## src/rtl/lcp_map.svh

```systemverilog
// Port addresses, field positions, reset values and codes of the cascaded controller
`ifndef LCP_MAP_SVH
`define LCP_MAP_SVH
`define LCP_MASTER_LO 8'h20
`define LCP_MASTER_HI 8'h21
`define LCP_SLAVE_LO 8'ha0
`define LCP_SLAVE_HI 8'ha1
`define LCP_INIT_WORD_ONE_BIT 4
`define LCP_OCW_SEL 4:3
`define LCP_EOI_PRIORITY_COMMAND_SEL 2'b00
`define LCP_POLL_READSEL_COMMAND_SEL 2'b01
`define LCP_CMD_FIELD 7:5
`define LCP_LEVEL_FIELD 2:0
`define LCP_SMM_FIELD 6:5
`define LCP_SMM_ON 2'b11
`define LCP_SMM_OFF 2'b10
`define LCP_POLL_BIT 2
`define LCP_RSEL_FIELD 1:0
`define LCP_RSEL_IRR 2'b10
`define LCP_RSEL_ISR 2'b11
`define LCP_VBASE_FIELD 7:3
`define LCP_CASCADE_LINE 3'd2
`define LCP_SPURIOUS_LINE 3'd7
`define LCP_MASK_RESET 8'h00
`define LCP_LOW_RESET 3'd7
`define LCP_VBASE_RESET 5'h00
`define LCP_DATA_RESET 8'h00
`define LCP_POLL_PAD 4'h0
`define LCP_MASTER 0
`define LCP_SLAVE 1
`endif

```

## src/rtl/lcp_pkg.sv

```systemverilog
// Types shared by the cascaded interrupt controller
`default_nettype none
package lcp_pkg;
  typedef enum logic [1:0] {
    LCP_READY = 2'b00,
    LCP_WAIT_W2 = 2'b01,
    LCP_WAIT_W3 = 2'b10,
    LCP_WAIT_W4 = 2'b11
  } lcp_init_e;
  typedef enum logic [2:0] {
    LCP_CMD_NS_EOI = 3'b001,
    LCP_CMD_NOP = 3'b010,
    LCP_CMD_SP_EOI = 3'b011,
    LCP_CMD_ROT_NS = 3'b101,
    LCP_CMD_SET_PRIO = 3'b110,
    LCP_CMD_ROT_SP = 3'b111
  } lcp_cmd_e;
  typedef struct packed {
    logic wr;
    logic rd;
    logic [7:0] addr;
    logic [7:0] wdata;
  } lcp_io_req_s;
  typedef struct packed {
    logic valid;
    logic [2:0] level;
  } lcp_grant_s;
endpackage
`default_nettype wire

```

## src/rtl/lcp_edge.sv

```systemverilog
// Request register of one unit: edge capture or level follow per line
`timescale 1ns/1ps
`default_nettype none
module lcp_edge (
  // Clock and reset
  input wire logic clk,
  input wire logic reset_n,
  // Request lines
  input wire logic [7:0] irq,
  input wire logic [7:0] level_sel,
  input wire logic [7:0] clr,
  // Request register
  output logic [7:0] irr
);
  logic [7:0] prev_q;
  logic [7:0] edge_q;
  logic [7:0] rise;
  logic [7:0] edge_d;

  assign rise = irq & ~prev_q;
  // Set beats clear so a new edge on the acknowledged line survives
  assign edge_d = (edge_q & ~clr) | rise;
  assign irr = (level_sel & irq) | (~level_sel & edge_q);

  always_ff @(posedge clk or negedge reset_n) begin
    if (!reset_n) begin
      prev_q <= 8'h00;
      edge_q <= 8'h00;
    end else begin
      prev_q <= irq;
      edge_q <= edge_d;
    end
  end
endmodule
`default_nettype wire

```

## src/rtl/lcp_resolve.sv

```systemverilog
// Rotating-priority resolver of one unit
`timescale 1ns/1ps
`default_nettype none
module lcp_resolve (
  // Unit state
  input wire logic [7:0] req,
  input wire logic [7:0] isr,
  input wire logic special_mask_value,
  input wire logic [2:0] low,
  // Results
  output lcp_pkg::lcp_grant_s grant,
  output lcp_pkg::lcp_grant_s top_isr
);
  import lcp_pkg::*;

  // Scan from the line just above the lowest-priority one
  function automatic lcp_grant_s first_after(input logic [7:0] v, input logic [2:0] lo);
    lcp_grant_s g;
    logic [2:0] idx;
    g = '0;
    idx = 3'd0;
    for (int i = 8; i >= 1; i--) begin
      idx = lo + 3'(i);
      if (v[idx]) begin
        g.valid = 1'b1;
        g.level = idx;
      end
    end
    return g;
  endfunction

  function automatic logic [2:0] rank(input logic [2:0] lvl, input logic [2:0] lo);
    return 3'(lvl - lo - 3'd1);
  endfunction

  logic [7:0] eff_req;
  lcp_grant_s r;
  lcp_grant_s s;
  logic beats_isr;

  // Special mask mode lets lower levels through while a level is in service
  assign eff_req = special_mask_value ? (req & ~isr) : req;
  assign r = first_after(eff_req, low);
  assign s = first_after(isr, low);
  assign beats_isr = special_mask_value | !s.valid | (rank(r.level, low) < rank(s.level, low));
  assign grant.valid = r.valid & beats_isr;
  assign grant.level = r.level;
  assign top_isr = s;
endmodule
`default_nettype wire

```

## src/rtl/lcp_pic.sv

```systemverilog
// Cascaded master/slave programmable interrupt controller
`include "lcp_map.svh"
`timescale 1ns/1ps
`default_nettype none
//////////////////////////////////////////////////////////////////////////////
module lcp_pic (
  // Clock and reset
  input wire logic clk,
  input wire logic reset_n,
  // IO bus
  input wire lcp_pkg::lcp_io_req_s io_req,
  output logic [7:0] io_rdata_q,
  output logic io_rdata_valid_q,
  // Interrupt acknowledge
  input wire logic inta,
  output logic [7:0] vector_q,
  output logic vector_valid_q,
  // Request lines
  input wire logic [15:0] irq,
  input wire logic [15:0] level_sel,
  // Interrupt to processor
  output logic intr_q
);
  import lcp_pkg::*;

  //////////////////////////////////////////////////////////////////////////////
  // Helpers

  function automatic logic [7:0] port_addr(input logic slave, input logic upper);
    logic [7:0] a;
    a = `LCP_MASTER_LO;
    case ({slave, upper})
      2'b00: a = `LCP_MASTER_LO;
      2'b01: a = `LCP_MASTER_HI;
      2'b10: a = `LCP_SLAVE_LO;
      2'b11: a = `LCP_SLAVE_HI;
      default: a = `LCP_MASTER_LO;
    endcase
    return a;
  endfunction

  function automatic logic [7:0] onehot(input logic [2:0] lvl);
    return 8'(8'h01 << lvl);
  endfunction

  //////////////////////////////////////////////////////////////////////////////
  // Cross-unit signals

  lcp_grant_s [1:0] grant;
  logic [1:0] ack_in;
  logic [1:0] poll_rd;
  logic [1:0] unit_rd_hit;
  logic [1:0][7:0] unit_rdata;
  logic [1:0][4:0] unit_vbase;
  logic master_to_slave;
  logic [7:0] rdata_d;
  logic [7:0] vector_d;

  // slave granted through master line two
  assign master_to_slave = grant[`LCP_MASTER].valid
    & (grant[`LCP_MASTER].level == `LCP_CASCADE_LINE);
  assign ack_in[`LCP_MASTER] = inta | poll_rd[`LCP_MASTER];
  assign ack_in[`LCP_SLAVE] = (inta & master_to_slave) | poll_rd[`LCP_SLAVE];

  //////////////////////////////////////////////////////////////////////////////
  // Units

  for (genvar u = 0; u < 2; u++) begin : unit
    lcp_init_e state_q;
    lcp_init_e state_d;
    logic [7:0] mask_q;
    logic [7:0] isr_q;
    logic [7:0] isr_d;
    logic [2:0] low_q;
    logic [2:0] low_d;
    logic [4:0] vbase_q;
    logic smm_q;
    logic rsel_isr_q;
    logic poll_q;
    logic wr_lo;
    logic wr_hi;
    logic rd_lo;
    logic rd_hi;
    logic is_init1;
    logic is_cmd2;
    logic is_cmd3;
    logic ready;
    logic [2:0] cmd;
    logic [2:0] tgt;
    logic [7:0] eoi_clr;
    logic [7:0] ack_set;
    logic [7:0] irr;
    logic [7:0] u_irq;
    logic [7:0] u_lvl;
    lcp_grant_s top_isr;

    // Address decode
    assign wr_lo = io_req.wr & (io_req.addr == port_addr(1'(u), 1'b0));
    assign wr_hi = io_req.wr & (io_req.addr == port_addr(1'(u), 1'b1));
    assign rd_lo = io_req.rd & (io_req.addr == port_addr(1'(u), 1'b0));
    assign rd_hi = io_req.rd & (io_req.addr == port_addr(1'(u), 1'b1));

    assign is_init1 = wr_lo & io_req.wdata[`LCP_INIT_WORD_ONE_BIT];
    assign is_cmd2 = wr_lo & (io_req.wdata[`LCP_OCW_SEL] == `LCP_EOI_PRIORITY_COMMAND_SEL);
    // mask mode, poll and readback word
    assign is_cmd3 = wr_lo & (io_req.wdata[`LCP_OCW_SEL] == `LCP_POLL_READSEL_COMMAND_SEL);
    assign ready = (state_q == LCP_READY);
    assign cmd = io_req.wdata[`LCP_CMD_FIELD];
    assign tgt = io_req.wdata[`LCP_LEVEL_FIELD];

    // fourth word contents are not stored
    always_comb begin
      state_d = state_q;
      case (state_q)
        LCP_READY: state_d = LCP_READY;
        LCP_WAIT_W2: if (wr_hi) state_d = LCP_WAIT_W3;
        LCP_WAIT_W3: if (wr_hi) state_d = LCP_WAIT_W4;
        LCP_WAIT_W4: if (wr_hi) state_d = LCP_READY;
        default: state_d = LCP_READY;
      endcase
      if (is_init1) begin
        state_d = LCP_WAIT_W2;
      end
    end

    always_ff @(posedge clk or negedge reset_n) begin
      if (!reset_n) begin
        state_q <= LCP_READY;
      end else begin
        state_q <= state_d;
      end
    end

    // Only the vector base of the second word matters here
    always_ff @(posedge clk or negedge reset_n) begin
      if (!reset_n) begin
        vbase_q <= `LCP_VBASE_RESET;
      end else if (wr_hi && state_q == LCP_WAIT_W2) begin
        vbase_q <= io_req.wdata[`LCP_VBASE_FIELD];
      end
    end

    always_ff @(posedge clk or negedge reset_n) begin
      if (!reset_n) begin
        mask_q <= `LCP_MASK_RESET;
      end else if (is_init1) begin
        mask_q <= `LCP_MASK_RESET;
      end else if (wr_hi && ready) begin
        mask_q <= io_req.wdata;
      end
    end

    always_ff @(posedge clk or negedge reset_n) begin
      if (!reset_n) begin
        smm_q <= 1'b0;
      end else if (is_init1) begin
        smm_q <= 1'b0;
      end else if (is_cmd3 && io_req.wdata[`LCP_SMM_FIELD] == `LCP_SMM_ON) begin
        smm_q <= 1'b1;
      end else if (is_cmd3 && io_req.wdata[`LCP_SMM_FIELD] == `LCP_SMM_OFF) begin
        smm_q <= 1'b0;
      end
    end

    always_ff @(posedge clk or negedge reset_n) begin
      if (!reset_n) begin
        rsel_isr_q <= 1'b0;
      end else if (is_init1) begin
        rsel_isr_q <= 1'b0;
      end else if (is_cmd3 && io_req.wdata[`LCP_RSEL_FIELD] == `LCP_RSEL_ISR) begin
        rsel_isr_q <= 1'b1;
      end else if (is_cmd3 && io_req.wdata[`LCP_RSEL_FIELD] == `LCP_RSEL_IRR) begin
        rsel_isr_q <= 1'b0;
      end
    end

    // poll armed until the next read
    assign poll_rd[u] = (rd_lo | rd_hi) & poll_q;
    always_ff @(posedge clk or negedge reset_n) begin
      if (!reset_n) begin
        poll_q <= 1'b0;
      end else if (is_init1) begin
        poll_q <= 1'b0;
      end else if (is_cmd3) begin
        poll_q <= io_req.wdata[`LCP_POLL_BIT];
      end else if (poll_rd[u]) begin
        poll_q <= 1'b0;
      end
    end

    // EOI and rotation commands; 000b, 010b and 100b do nothing
    always_comb begin
      eoi_clr = 8'h00;
      low_d = low_q;
      if (is_cmd2) begin
        case (cmd)
          LCP_CMD_NS_EOI: begin
            if (top_isr.valid) eoi_clr = onehot(top_isr.level);
          end
          LCP_CMD_SP_EOI: eoi_clr = onehot(tgt);
          LCP_CMD_ROT_NS: begin
            if (top_isr.valid) begin
              eoi_clr = onehot(top_isr.level);
              low_d = top_isr.level;
            end
          end
          LCP_CMD_SET_PRIO: low_d = tgt;
          LCP_CMD_ROT_SP: begin
            eoi_clr = onehot(tgt);
            low_d = tgt;
          end
          default: low_d = low_q;
        endcase
      end
      if (is_init1) begin
        low_d = `LCP_LOW_RESET;
      end
    end

    always_ff @(posedge clk or negedge reset_n) begin
      if (!reset_n) begin
        low_q <= `LCP_LOW_RESET;
      end else begin
        low_q <= low_d;
      end
    end

    assign ack_set = (ack_in[u] && grant[u].valid) ? onehot(grant[u].level) : 8'h00;
    // Set beats clear so a grant is never lost to a same-cycle EOI
    assign isr_d = is_init1 ? 8'h00 : ((isr_q & ~eoi_clr) | ack_set);

    always_ff @(posedge clk or negedge reset_n) begin
      if (!reset_n) begin
        isr_q <= 8'h00;
      end else begin
        isr_q <= isr_d;
      end
    end

    // slave output enters master line two as a level
    assign u_irq = (u == `LCP_MASTER)
      ? {irq[7:3], grant[`LCP_SLAVE].valid, irq[1:0]} : irq[15:8];
    assign u_lvl = (u == `LCP_MASTER)
      ? {level_sel[7:3], 1'b1, level_sel[1:0]} : level_sel[15:8];

    lcp_edge u_edge (
      .clk(clk),
      .reset_n(reset_n),
      .irq(u_irq),
      .level_sel(u_lvl),
      .clr(ack_set),
      .irr(irr)
    );

    // master mask bit two gates whole slave
    lcp_resolve u_resolve (
      .req(ready ? (irr & ~mask_q) : 8'h00),
      .isr(isr_q),
      .special_mask_value(smm_q),
      .low(low_q),
      .grant(grant[u]),
      .top_isr(top_isr)
    );

    // Readback per unit
    assign unit_rd_hit[u] = rd_lo | rd_hi;
    assign unit_vbase[u] = vbase_q;
    assign unit_rdata[u] = poll_q
      ? {grant[u].valid, `LCP_POLL_PAD, grant[u].level}
      : (rd_hi ? mask_q : (rsel_isr_q ? isr_q : irr));
  end

  //////////////////////////////////////////////////////////////////////////////
  // Outputs

  // Unmapped reads answer zero so the bus never hangs
  assign rdata_d = unit_rd_hit[`LCP_MASTER] ? unit_rdata[`LCP_MASTER]
    : (unit_rd_hit[`LCP_SLAVE] ? unit_rdata[`LCP_SLAVE] : `LCP_DATA_RESET);

  assign vector_d = !grant[`LCP_MASTER].valid
    ? {unit_vbase[`LCP_MASTER], `LCP_SPURIOUS_LINE}
    : (master_to_slave
      ? {unit_vbase[`LCP_SLAVE], grant[`LCP_SLAVE].level}
      : {unit_vbase[`LCP_MASTER], grant[`LCP_MASTER].level});

  always_ff @(posedge clk or negedge reset_n) begin
    if (!reset_n) begin
      io_rdata_q <= `LCP_DATA_RESET;
      io_rdata_valid_q <= 1'b0;
    end else begin
      io_rdata_q <= io_req.rd ? rdata_d : io_rdata_q;
      io_rdata_valid_q <= io_req.rd;
    end
  end

  always_ff @(posedge clk or negedge reset_n) begin
    if (!reset_n) begin
      vector_q <= `LCP_DATA_RESET;
      vector_valid_q <= 1'b0;
    end else begin
      vector_q <= inta ? vector_d : vector_q;
      vector_valid_q <= inta;
    end
  end

  // Registered request to the processor, one cycle behind the resolver
  always_ff @(posedge clk or negedge reset_n) begin
    if (!reset_n) begin
      intr_q <= 1'b0;
    end else begin
      intr_q <= grant[`LCP_MASTER].valid;
    end
  end
endmodule
`default_nettype wire

```

## config.mk

```make
export PLATFORM = sky130hd
export DESIGN_NAME = lcp_pic
export DESIGN_NICKNAME = d
export VERILOG_FILES = /design/src/rtl/lcp_pkg.sv /design/src/rtl/lcp_edge.sv /design/src/rtl/lcp_resolve.sv /design/src/rtl/lcp_pic.sv
export VERILOG_INCLUDE_DIRS = /design/src /design/src/rtl
export SDC_FILE = /design/constraint.sdc
export NUM_CORES = 1
export LEC_CHECK = 0
export BUFFER_PORTS_ARGS = -buffer_cell sky130_fd_sc_hd__clkbuf_2
export CELL_PAD_IN_SITES_DETAIL_PLACEMENT = 1
export CELL_PAD_IN_SITES_GLOBAL_PLACEMENT = 2
export CORE_MARGIN = 2
export CORE_UTILIZATION = 39
export CTS_BUF_LIST = sky130_fd_sc_hd__clkbuf_4 sky130_fd_sc_hd__clkbuf_8
export DETAILED_ROUTE_END_ITERATION = 12
export PLACE_DENSITY = 0.81
export REMOVE_ABC_BUFFERS = 1
export SYNTH_ARGS = -nofsm -noshare
export SYNTH_HDL_FRONTEND = slang
export SYNTH_SLANG_ARGS = --single-unit
```

## constraint.sdc

```tcl
create_clock -name clk -period 10.7 [get_ports clk]
set_input_delay 0.535 -clock clk [delete_from_list [all_inputs] [get_ports clk]]
set_output_delay 0.535 -clock clk [all_outputs]
set_load 0.1 [all_outputs]
```

==> flow_summary_export.csv <==
group,metric,value,unit
clock_tree,clkTransAtPathRegs,120,ps
detailed_routing,wl_met3,1.01,mm
detailed_routing,drc_errors,0,
power,swShare,50.1,%
yosys,avgSynthCellArea,8.76,um2
detailed_routing,vias,8599,
die,num_rows,55,
global_route,grt_first_pass_wirelength,49.4,mm
die,die_h,157,um
global_route,gr-total-overflow,0,
sta,maxSlewViolCount,0,
power,combPwrFrac,60.0,%
sta,max_freq,106,MHz
sta,worst_pin_slew,949,ps
clock_tree,clkSinkCount,107,
sta,skew,19.8,ps
detailed_routing,drt_wl_total,31.0,mm
critical_path,criticalPathCategory,"flop to flop",
clock_tree,cts_resized,0,
critical_path,cp.required,11010,ps
place,dp.cells,1383,
yosys,synth_edf_count,0,
critical_path,r2r_slack,1230,ps
yosys,netlist.area_leader.share,27.8,%
sta,grt_setup_unrepaired,"no",
clock_tree,hold_buffers,0,
place,place.gp.congestion,0.854,
die,core_area,0.0228,mm2
sta,slew_headroom,35.7,%
sta,worst_hold_slack,113,ps
detailed_routing,viasPerCell,6.15,
critical_path,cp.arrival,9780,ps
power,pwr-share-seq,26.5,%
critical_path,rr_endpoint,"unit[1].isr_q[3]$_DFF_PN0_",
critical_path,worstRegToRegCells,36,
critical_path,crit_top_cell,"ha_1",
clock_tree,clk_latency,410,ps
die,die_area,0.0245,mm2
global_route,grt_use_total,25.8,%
power,p_int,963,uW
clock_tree,numCtsBuffers,9,
sta,finalWorstSetupSlack,1230,ps
yosys,yosysUniqueCellTypes,92,
yosys,async_flop_share,100,%
flow_run,maxCapViolCount,0,
yosys,syn_area,0.00908,mm2
yosys,synthCells,1037,
yosys,synthFlopType,"dfrtp_1",
die,fp.dieW,157,um
global_route,grt_max_degree,64,
sta,period_minus_slack,9470,ps
sta,hold_viol_final,0,
power,power_switching,967,uW
sta,tns,0,ps
finish,fillers,2739,
power,peakVddDrop,0.0749,mV
die,ios,72,
clock_tree,root_buffer,"clkbuf_8",
detailed_routing,wl_met1,14.5,mm
hold_path,hp-class,"primary input to async pin",
clock_tree,cts-htree-levels,3,
critical_path,slowest_stage,"ha_1",
finish,nNetsFinal,1158,
detailed_routing,highest_layer,"met4",
status,status,"finished clean",
critical_path,startpoint_type,"flop",
global_route,antenna_found_initial,0,
clock_tree,clock_path_buffers,2,
die,start_util,39.9,%
global_route,grt_pass1_vias,8894,
detailed_routing,met2_length,14.9,mm
critical_path,end_kind,"flop",
yosys,synth.largest_area_cell,"dfrtp_1",
finish,synthToLayoutAreaGrowth,8.97,%
critical_path,reg2reg_from,"unit[1].low_q[1]$_DFFE_PN1P_",
clock_tree,cts_tree,"built",
detailed_routing,dr.first_iter.drc_count,487,
clock_tree,cts_setup_buffers,0,
power,power.density,195,mW/mm2
detailed_routing,wl_per_cell,22.1,um
critical_path,critical_path.max_fanout,15,
place,dp_slack,1340,ps
critical_path,cpPeakStageDelay,790,ps
yosys,ys_seq_area_share,29.6,%
detailed_routing,first_pass_iters,5,
yosys,yosys_warnings,0,
finish,layout-drive-gt1-share,17.7,%
detailed_routing,final_antenna_net_count,0,
place,dpl.hpwl,23.4,mm
yosys,netlist_top_cells_area,"dfrtp_1 (28%), mux4_2 (6.7%), mux2i_1 (4.8%), nand2_1 (4.4%), o21ai_0 (3.9%)",
place,io_buffer_count,69,
sta,setup_viol,0,
finish,antennaDiodeCount,0,
yosys,ys_ff_latch,107,
finish,stdcell_count,1399,
power,pwr-share-clk,13.5,%
yosys,synth_common_cells,"nand2_1 (106), dfrtp_1 (101), nor2_1 (74)",
sta,post-route-period-util,88.5,%
yosys,synth_most_common_cell,"nand2_1",
power,p_leak,0.00433,uW
-- per-stage QoR --
stage                     utilization, %  cell area [um2]  power (uW)
after global placement              42.6             9700        1640
after detailed placement            42.6             9700        1670
after CTS                           43.5             9900        1930
after floorplan                        -             8820        1280
final                               43.5             9900        1930
after global routing                43.5             9900        2070
-- layout by cell type (no fill, tap or decap), types with 27 or more instances in the layout --
master and count:
mux4_2 27, o21ai_0 70, inv_1 50, dfrtp_1 101, a21oi_1 58, nand2_1 106, mux2_2 28, nor2_1 74
clkbuf_2 68, mux2i_1 44
-- cell families (layout without fill, tap and decap cells) --
group           after synthesis  in the layout  synth area share [%]
fa+ha+maj                    24             24                  3.64
simple gates                362            362                  20.2
buf+inv                     110            159                  5.25
xor+xnor                     18             18                  1.74
flops                       107            107                  29.6
compound gates              317            317                  24.6
mux                          99             99                  15.0
-- worst max-delay path: cells and delay by family (launching register included) --
family                   cells  cell delay [ps]
flip-flops                   1              540
AND/OR/NAND/NOR              6              840
multiplexers                 2              990
buffers and inverters        4              520
adder cells (fa/ha/maj)      6             2380
AO/OA/AOI/OAI               14             3440
XOR/XNOR                     4              640
-- per-layer routing --
metal	track usage, %	vias up
met2	43.7	183
met3	2.77	37
met5	0	-
met1	35.6	4358
met4	6.03	0
li1	-	4021
-- power by group through the flow --
stage          logic, uW  clock network [uW]  registers, uW
2_1_floorplan        729                   0            547
3_3_place_gp        1130                   0            512
3_5_place_dp        1150                   0            517
4_1_cts             1150                 266            509
5_1_grt             1270                 280            518
6_report            1160                 261            510
-- how the worst max path moves through the flow --
| stage | cells after the start | endpoint | slack (ps) | startpoint |
|---|---|---|---|---|
| after global placement | 36 | unit[1].isr_q[3]$_DFF_PN0_ | 1530 | unit[1].low_q[1]$_DFFE_PN1P_ |
| after CTS | 36 | unit[1].isr_q[2]$_DFF_PN0_ | 1240 | unit[1].low_q[1]$_DFFE_PN1P_ |
| final | 36 | unit[1].isr_q[3]$_DFF_PN0_ | 1230 | unit[1].low_q[1]$_DFFE_PN1P_ |
| after global routing | 35 | unit[1].isr_q[2]$_DFF_PN0_ | 610 | unit[1].low_q[1]$_DFFE_PN1P_ |
| after detailed placement | 36 | unit[1].isr_q[3]$_DFF_PN0_ | 1340 | unit[1].low_q[1]$_DFFE_PN1P_ |
| after floorplan | 35 | unit[1].isr_q[6]$_DFF_PN0_ | 1400 | unit[1].low_q[0]$_DFFE_PN1P_ |
-- layout make-up --
class	instances	area [um2]	area share, %
sequential	107	2690	27.1
clock inverter	6	60.1	0.607
inverter	55	211	2.14
timing repair buffer	88	490	4.95
multi-input combinational	820	5920	59.8
tap	313	392	3.96
clock buffer	10	138	1.39
-- registers in the layout, summed over array words and instances, names as in the netlist, 4 cells and up --
name	flops
unit.u_edge.prev_q	15
unit.isr_q	16
unit.mask_q	16
unit.low_q	6
unit.vbase_q	10
unit.state_q	4
vector_q	8
io_rdata_q	8
unit.u_edge.edge_q	15
No activity file was read; power rests on OpenSTA's default activity.
